[src/rtl/prog_regs_pkg.sv]
// constants for the program register file
`default_nettype none
package prog_regs_pkg;
    localparam int unsigned DATA_W       = 32;
    localparam int unsigned NUM_REGS     = 32;
    localparam int unsigned IDX_W        = 5;
    localparam int unsigned PC_W         = 26;
    localparam int unsigned SHAMT_W      = 5;
    localparam logic [4:0]  ZERO_IDX     = 5'h0;
    localparam logic [4:0]  ELEM_IDX     = 5'h1e;
    localparam logic [31:0] ZERO_WORD    = 32'h0000_0000;
    localparam logic [31:0] PC_RESET     = 32'h0000_0000;
    localparam logic [31:0] PC_STEP      = 32'h0000_0004;
    localparam logic [31:0] PC_MASK      = 32'h03ff_fffe;
    localparam logic [31:0] ONE_WORD     = 32'h0000_0001;

    typedef enum logic [2:0] {
        OP_NONE,
        OP_SHL,
        OP_SHR,
        OP_SAR,
        OP_BIT_SET,
        OP_BIT_CLEAR,
        OP_BIT_INVERT,
        OP_BIT_TEST
    } alu_op_e;

    typedef enum logic [1:0] {
        PC_HOLD,
        PC_INC,
        PC_ADD,
        PC_LOAD
    } pc_op_e;
endpackage

`default_nettype wire

[src/rtl/cpu_program_register_file.sv]
// program register set: general registers, program counter, shift and bit unit
`timescale 1ns/1ps
`default_nettype none

// Notes on behaviour
// - there are thirty-two 32-bit general registers, each usable as data or address operand.
// - general register 0 always reads as zero.
// - register 30 is the implicit base address for short-format load and store.
// - the program counter keeps only its low 26 bits, bits 31 to 26 read as zero.
// - a carry out of bit 25 while stepping or adding to the counter is dropped.
// - bit 0 of the program counter is always zero, so no odd branch target exists.
// - program addresses span 64 MB linear and data addresses span 4 GB linear.
// - a full 32-bit shift completes in one clock cycle.
// - four bit operations exist: set, clear, invert and test a bit.
module cpu_program_register_file
    import prog_regs_pkg::*;
(
    input  wire logic                clk,
    input  wire logic                reset,
    input  wire logic [IDX_W-1:0]    rd_a_idx,
    input  wire logic [IDX_W-1:0]    rd_b_idx,
    input  wire logic                wr_en,
    input  wire logic [IDX_W-1:0]    wr_idx,
    input  wire logic [DATA_W-1:0]   wr_data,
    input  wire logic                short_mem_instr,
    input  wire logic [DATA_W-1:0]   short_disp,
    input  wire alu_op_e             alu_op,
    input  wire logic [DATA_W-1:0]   alu_src,
    input  wire logic [SHAMT_W-1:0]  alu_amt,
    input  wire pc_op_e              pc_op,
    input  wire logic [DATA_W-1:0]   pc_operand,
    output logic [DATA_W-1:0]        rd_a_data,
    output logic [DATA_W-1:0]        rd_b_data,
    output logic [DATA_W-1:0]        short_addr,
    output logic [DATA_W-1:0]        alu_result,
    output logic                     bit_zero_flag,
    output logic                     alu_valid,
    output logic [DATA_W-1:0]        pc
);

    // ------------------------------------------------------------
    // helpers
    // ------------------------------------------------------------
    // read port with the zero register forced, used by both ports
    function automatic logic [DATA_W-1:0] read_reg(
        input logic [DATA_W-1:0] regs [NUM_REGS],
        input logic [IDX_W-1:0]  idx
    );
        read_reg = (idx == ZERO_IDX) ? ZERO_WORD : regs[idx];
    endfunction

    // clamp any counter value to the valid even 26-bit range
    function automatic logic [DATA_W-1:0] pc_clamp(input logic [DATA_W-1:0] v);
        pc_clamp = v & PC_MASK;
    endfunction

    // one-hot select of the addressed bit
    function automatic logic [DATA_W-1:0] bit_select(input logic [SHAMT_W-1:0] n);
        bit_select = ONE_WORD << n;
    endfunction

    // zero flag reports the bit as it was before the operation
    function automatic logic bit_was_clear(
        input logic [DATA_W-1:0] v,
        input logic [DATA_W-1:0] mask
    );
        bit_was_clear = ~|(v & mask);
    endfunction

    // ------------------------------------------------------------
    // general registers
    // ------------------------------------------------------------
    logic [DATA_W-1:0] gpr_q [NUM_REGS];
    logic [DATA_W-1:0] gpr_d [NUM_REGS];

    // slot 0 keeps a flop so every slot decodes alike; it never loads
    genvar g;
    generate
        for (g = 0; g < NUM_REGS; g++) begin : gen_gpr
            always_comb begin
                gpr_d[g] = gpr_q[g];
                if (IDX_W'(g) == ZERO_IDX) begin
                    gpr_d[g] = ZERO_WORD;
                end else if (wr_en && wr_idx == IDX_W'(g)) begin
                    gpr_d[g] = wr_data;
                end
            end
            always_ff @(posedge clk) begin
                if (reset) begin
                    gpr_q[g] <= ZERO_WORD;
                end else begin
                    gpr_q[g] <= gpr_d[g];
                end
            end
        end
    endgenerate

    // ------------------------------------------------------------
    // registered read ports
    // ------------------------------------------------------------
    logic [DATA_W-1:0] rd_a_d;
    logic [DATA_W-1:0] rd_b_d;

    // no forwarding: a write on this edge reads out one cycle later
    always_comb begin
        rd_a_d = read_reg(gpr_q, rd_a_idx);
        rd_b_d = read_reg(gpr_q, rd_b_idx);
    end

    always_ff @(posedge clk) begin
        if (reset) begin
            rd_a_data <= ZERO_WORD;
            rd_b_data <= ZERO_WORD;
        end else begin
            rd_a_data <= rd_a_d;
            rd_b_data <= rd_b_d;
        end
    end

    // ------------------------------------------------------------
    // short-format address
    // ------------------------------------------------------------
    logic [DATA_W-1:0] short_addr_d;

    // holds between short accesses so the last address stays visible
    always_comb begin
        short_addr_d = short_addr;
        if (short_mem_instr) begin
            // 32-bit wrap is the 4 GB data space
            short_addr_d = gpr_q[ELEM_IDX] + short_disp;
        end
    end

    always_ff @(posedge clk) begin
        if (reset) begin
            short_addr <= ZERO_WORD;
        end else begin
            short_addr <= short_addr_d;
        end
    end

    // ------------------------------------------------------------
    // shift and bit unit
    // ------------------------------------------------------------
    logic [DATA_W-1:0] alu_result_d;
    logic              bit_zero_d;
    logic              alu_valid_d;
    logic [DATA_W-1:0] bit_mask;

    always_comb begin
        bit_mask     = bit_select(alu_amt);
        alu_result_d = alu_result;
        bit_zero_d   = bit_zero_flag;
        alu_valid_d  = 1'b1;
        case (alu_op)
            // barrel shifter, no iteration, result next edge
            OP_SHL: alu_result_d = alu_src << alu_amt;
            OP_SHR: alu_result_d = alu_src >> alu_amt;
            OP_SAR: alu_result_d = $unsigned($signed(alu_src) >>> alu_amt);
            OP_BIT_SET: begin
                bit_zero_d   = bit_was_clear(alu_src, bit_mask);
                alu_result_d = alu_src | bit_mask;
            end
            OP_BIT_CLEAR: begin
                bit_zero_d   = bit_was_clear(alu_src, bit_mask);
                alu_result_d = alu_src & ~bit_mask;
            end
            OP_BIT_INVERT: begin
                bit_zero_d   = bit_was_clear(alu_src, bit_mask);
                alu_result_d = alu_src ^ bit_mask;
            end
            OP_BIT_TEST: begin
                // test leaves the operand unchanged, only the flag moves
                bit_zero_d   = bit_was_clear(alu_src, bit_mask);
                alu_result_d = alu_src;
            end
            // idle cycles drop valid but keep result and flag
            OP_NONE: alu_valid_d = 1'b0;
            default: alu_valid_d = 1'b0;
        endcase
    end

    always_ff @(posedge clk) begin
        if (reset) begin
            alu_result    <= ZERO_WORD;
            bit_zero_flag <= 1'b0;
            alu_valid     <= 1'b0;
        end else begin
            alu_result    <= alu_result_d;
            bit_zero_flag <= bit_zero_d;
            alu_valid     <= alu_valid_d;
        end
    end

    // ------------------------------------------------------------
    // program counter
    // ------------------------------------------------------------
    logic [DATA_W-1:0] pc_d;
    logic [DATA_W-1:0] pc_addend;

    always_comb begin
        // one adder serves both the step and the relative add
        pc_addend = (pc_op == PC_INC) ? PC_STEP : pc_operand;
        pc_d      = pc;
        case (pc_op)
            PC_HOLD: pc_d = pc;
            // a carry past bit 25 is masked away, not trapped
            PC_INC:  pc_d = pc_clamp(pc + pc_addend);
            PC_ADD:  pc_d = pc_clamp(pc + pc_addend);
            PC_LOAD: pc_d = pc_clamp(pc_operand);
            default: pc_d = pc;
        endcase
    end

    always_ff @(posedge clk) begin
        if (reset) begin
            pc <= PC_RESET;
        end else begin
            pc <= pc_d;
        end
    end

endmodule

`default_nettype wire

[config.mk]
export PLATFORM = sky130hd
export DESIGN_NAME = cpu_program_register_file
export DESIGN_NICKNAME = d
export VERILOG_FILES = /design/src/rtl/prog_regs_pkg.sv /design/src/rtl/cpu_program_register_file.sv
export SDC_FILE = /design/constraint.sdc
export NUM_CORES = 2
export LEC_CHECK = 0
export ABC_AREA = 1
export BUFFER_PORTS_ARGS = -buffer_cell sky130_fd_sc_hd__clkbuf_2
export CAP_MARGIN = 5
export CORE_UTILIZATION = 30
export CTS_CLUSTER_DIAMETER = 40
export CTS_CLUSTER_SIZE = 8
export DETAILED_ROUTE_END_ITERATION = 7
export GPL_ROUTABILITY_DRIVEN = 0
export SYNTH_ARGS = -nofsm -noshare
export SYNTH_HDL_FRONTEND = slang
export SYNTH_SLANG_ARGS = --single-unit
[constraint.sdc]
create_clock -name clk -period 4.1 [get_ports clk]
set_input_delay 0.82 -clock clk [delete_from_list [all_inputs] [get_ports clk]]
set_output_delay 0.82 -clock clk [all_outputs]
set_load 0.02 [all_outputs]
==> run summary <==
Sequential area share after synthesis -> 33.9%
Die Wd -> 477 µm
Drt wl/cell -> 22.0 µm
Maximum fanout along the worst path -> 27
Nature of the critical path startpoint -> primary input
Post-CTS setup repair buffer count -> 0
Critical path destination -> rd_b_data[31]$_SDFF_PP0_
Syn Std Cell Area -> 67700 µm²
Top cells by area, synth -> dfxtp_1 (34%), nand2_1 (11%), a21oi_1 (10%)
Post-synth cell types -> 50
Crit. End Element -> flip-flop
First-pass GRT wire length -> 440000 µm
Synthesized flop and latch total -> 1147
Core area -> 223000 µm²
Design area -> 78700 µm²
Total design power -> 33.7 mW
Remaining antenna violation count -> 0
CTS tree -> yes
Starting Density -> 30.3%
Reg clk slew, reported paths -> 0.05 ns
Fin cells -> 13600
Post-DP Area -> 71500 µm²
Drt pass-1 iters -> 8
Peak Freq -> 387 MHz
Post-layout util -> 35.3%
Max-slew headroom -> 17.5%
Worst slew pin tran -> 1.24 ns
Vias -> 73700
Worst r2r dst -> short_addr[30]$_SDFFE_PP0P_
Num CTS Buffers -> 209
Post-synth EDFFs -> 0
Violated checks -> DRC
Slack of the critical path -> 1.51 ns
CTS root buf -> clkbuf_16
Minimum hold slack -> 0.243 ns
R2R Setup Slk -> 1.79 ns
Leakage power -> 29.7 nW
I/O pin count -> 319
Area leader, netlist -> dfxtp_1
Hold buffer count at CTS -> 0
Deepest clock path buffer count -> 3
Vias/cell -> 5.42
GR Overflow Total -> 0
Setup_tns -> 0 ns
Final Skew -> 0.0659 ns
Final worst-path cycle share -> 63.1%
Yosys top cell area share -> 33.9%
Initial drt markers -> 8673
Avg Cell Area, Syn -> 6.38 µm²
Yosys Warn Count -> 0
Final hold vios -> 0
Global-route usage over all layers -> 25.1%
Synth Instances -> 10600
R2R cell count -> 13
Worst r2r src -> gpr_q[35]$_SDFFE_PP0P_
Die Height -> 477 µm
WP data arrival -> 3.29 ns
Async SR Flop Fraction -> 0%
Final routed DRC violation total -> 1
Worst skew pair latency -> 0.87 ns
# fillers -> 24100
Port Buf Inserts -> 304
Crit Path Class -> in -> reg
H-tree Lvls -> 4
Hold_sp -> pc_operand[1]
Final setup viols -> 0
Unrepaired setup endpoints after global routing -> false
Row cnt -> 173
Slew Viols, Final -> 0
Share of cells above drive strength 1 -> 9.22%
Run status -> finished with violations
Area of the die -> 228000 µm²
Final Net Count -> 10800
Critical Path RT -> 4.80 ns
# Max-Cap Violations -> 0
Clock sink total -> 1147
Worst IR Drop VDD -> 388 µV
Post-synth top flop -> dfxtp_1
Pin count of the biggest net entering global routing -> 199
Post-CTS Resized -> 0
Vias in the first global route -> 66400
Post-DP HPWL -> 195000 µm
DP Worst Slack -> 0.701 ns
Pwr dens -> 428 nW/µm²
Antenna violations before repair -> 21
P&R area growth vs syn -> 16.3%
Worst hold path class -> in -> reg
Tmin final -> 2.59 ns
CP startpoint -> rd_b_idx[2]
Cells after DPL -> 13200
Drt total wl -> 299000 µm
==> cell type report <==
class	instances	area, µm²	area share, %
Antenna cell	13	32.5	0.0413
Clock buffer	276	5930	7.54
Clock inverter	81	1240	1.57
Inverter	855	3240	4.12
Multi-Input combinational cell	7680	37600	47.7
Sequential cell	1147	23000	29.2
Tap cell	2975	3720	4.73
Timing Repair Buffer	555	3990	5.07
==> cell families (layout without fill, tap and decap cells) <==
logic type,Yosys count,after routing,synth area share (%)
AND/OR/NAND/NOR,4221,4221,26.2
AO/OA/AOI/OAI,3240,3240,25.4
buffers and inverters,1795,1767,10.8
flip-flops,1147,1147,33.9
adder cells (fa/ha/maj),153,153,2.85
multiplexers,43,43,0.636
XOR/XNOR,16,16,0.207
other,1,20,0.00554
==> Yosys cell counts, types with 16 or more instances <==
master	n
a31oi_1	38
inv_1	829
buf_4	43
nor3_1	26
o2111ai_1	16
buf_1	68
ha_1	151
nand4_1	63
a211oi_1	19
dfxtp_1	1147
nand2_1	2014
o211ai_1	237
nor2_1	839
mux2i_1	43
nand3_1	1235
buf_6	18
clkbuf_1	588
inv_2	23
buf_2	222
o21ai_1	85
o22ai_1	58
o21ai_0	1341
a21oi_1	1402
==> layer usage <==
layer / global-route usage (%) / vias up / routed length (µm)
li1: - / 35300 / -
met1: 31.6 / 33800 / 119000
met2: 39.2 / 3729 / 133000
met3: 4.09 / 843 / 25400
met4: 17.5 / 18 / 21700
met5: 0 / - / 122
==> worst max-delay path, stage by stage <==
cell and delay [ns]:
buf_6 0.31, clkinv_1 0.65, buf_4 0.38, o21ai_0 0.64
o21ai_0 0.16, nor2_1 0.14, nor2_1 0.11
==> how the worst min path moves through the flow <==
stage / end / slack [ns] / cells past startpoint
final: pc[1]$_SDFFE_PP0P_ / 0.24 / 3
after global routing: pc[1]$_SDFFE_PP0P_ / 0.24 / 3
after CTS: pc[1]$_SDFFE_PP0P_ / 0.20 / 3
after detailed placement: gpr_q[923]$_SDFFE_PP0P_ / 0.45 / 2
after global placement: gpr_q[933]$_SDFFE_PP0P_ / 0.45 / 2
after floorplan: gpr_q[926]$_SDFFE_PP0P_ / 0.43 / 2
==> state kept, by name, summed over array words and instances, names as in the netlist <==
register / count
alu_result: 32
alu_valid: 1
bit_zero_flag: 1
gpr_q: 992
pc: 25
rd_a_data: 32
rd_b_data: 32
short_addr: 32
==> cells in the final DEF, fill, tap and decap left out, types with 237 or more instances in the layout <==
master       n
o21ai_0   1341
nand2_1   1993
clkbuf_2   297
a21oi_1   1402
inv_1      828
nor2_1     829
o211ai_1   237
dfxtp_1   1147
nand3_1   1232
==> report_power, final <==
part	switching [mW]	total [mW]	leakage (nW)	internal (mW)
Clock	6.41	17.7	3.47	11.2
Combinational	3.31	4.47	16.9	1.17
Sequential	0.163	11.6	9.28	11.4
Total	9.88	33.7	29.7	23.8
Power figures use the tool's default switching activity.
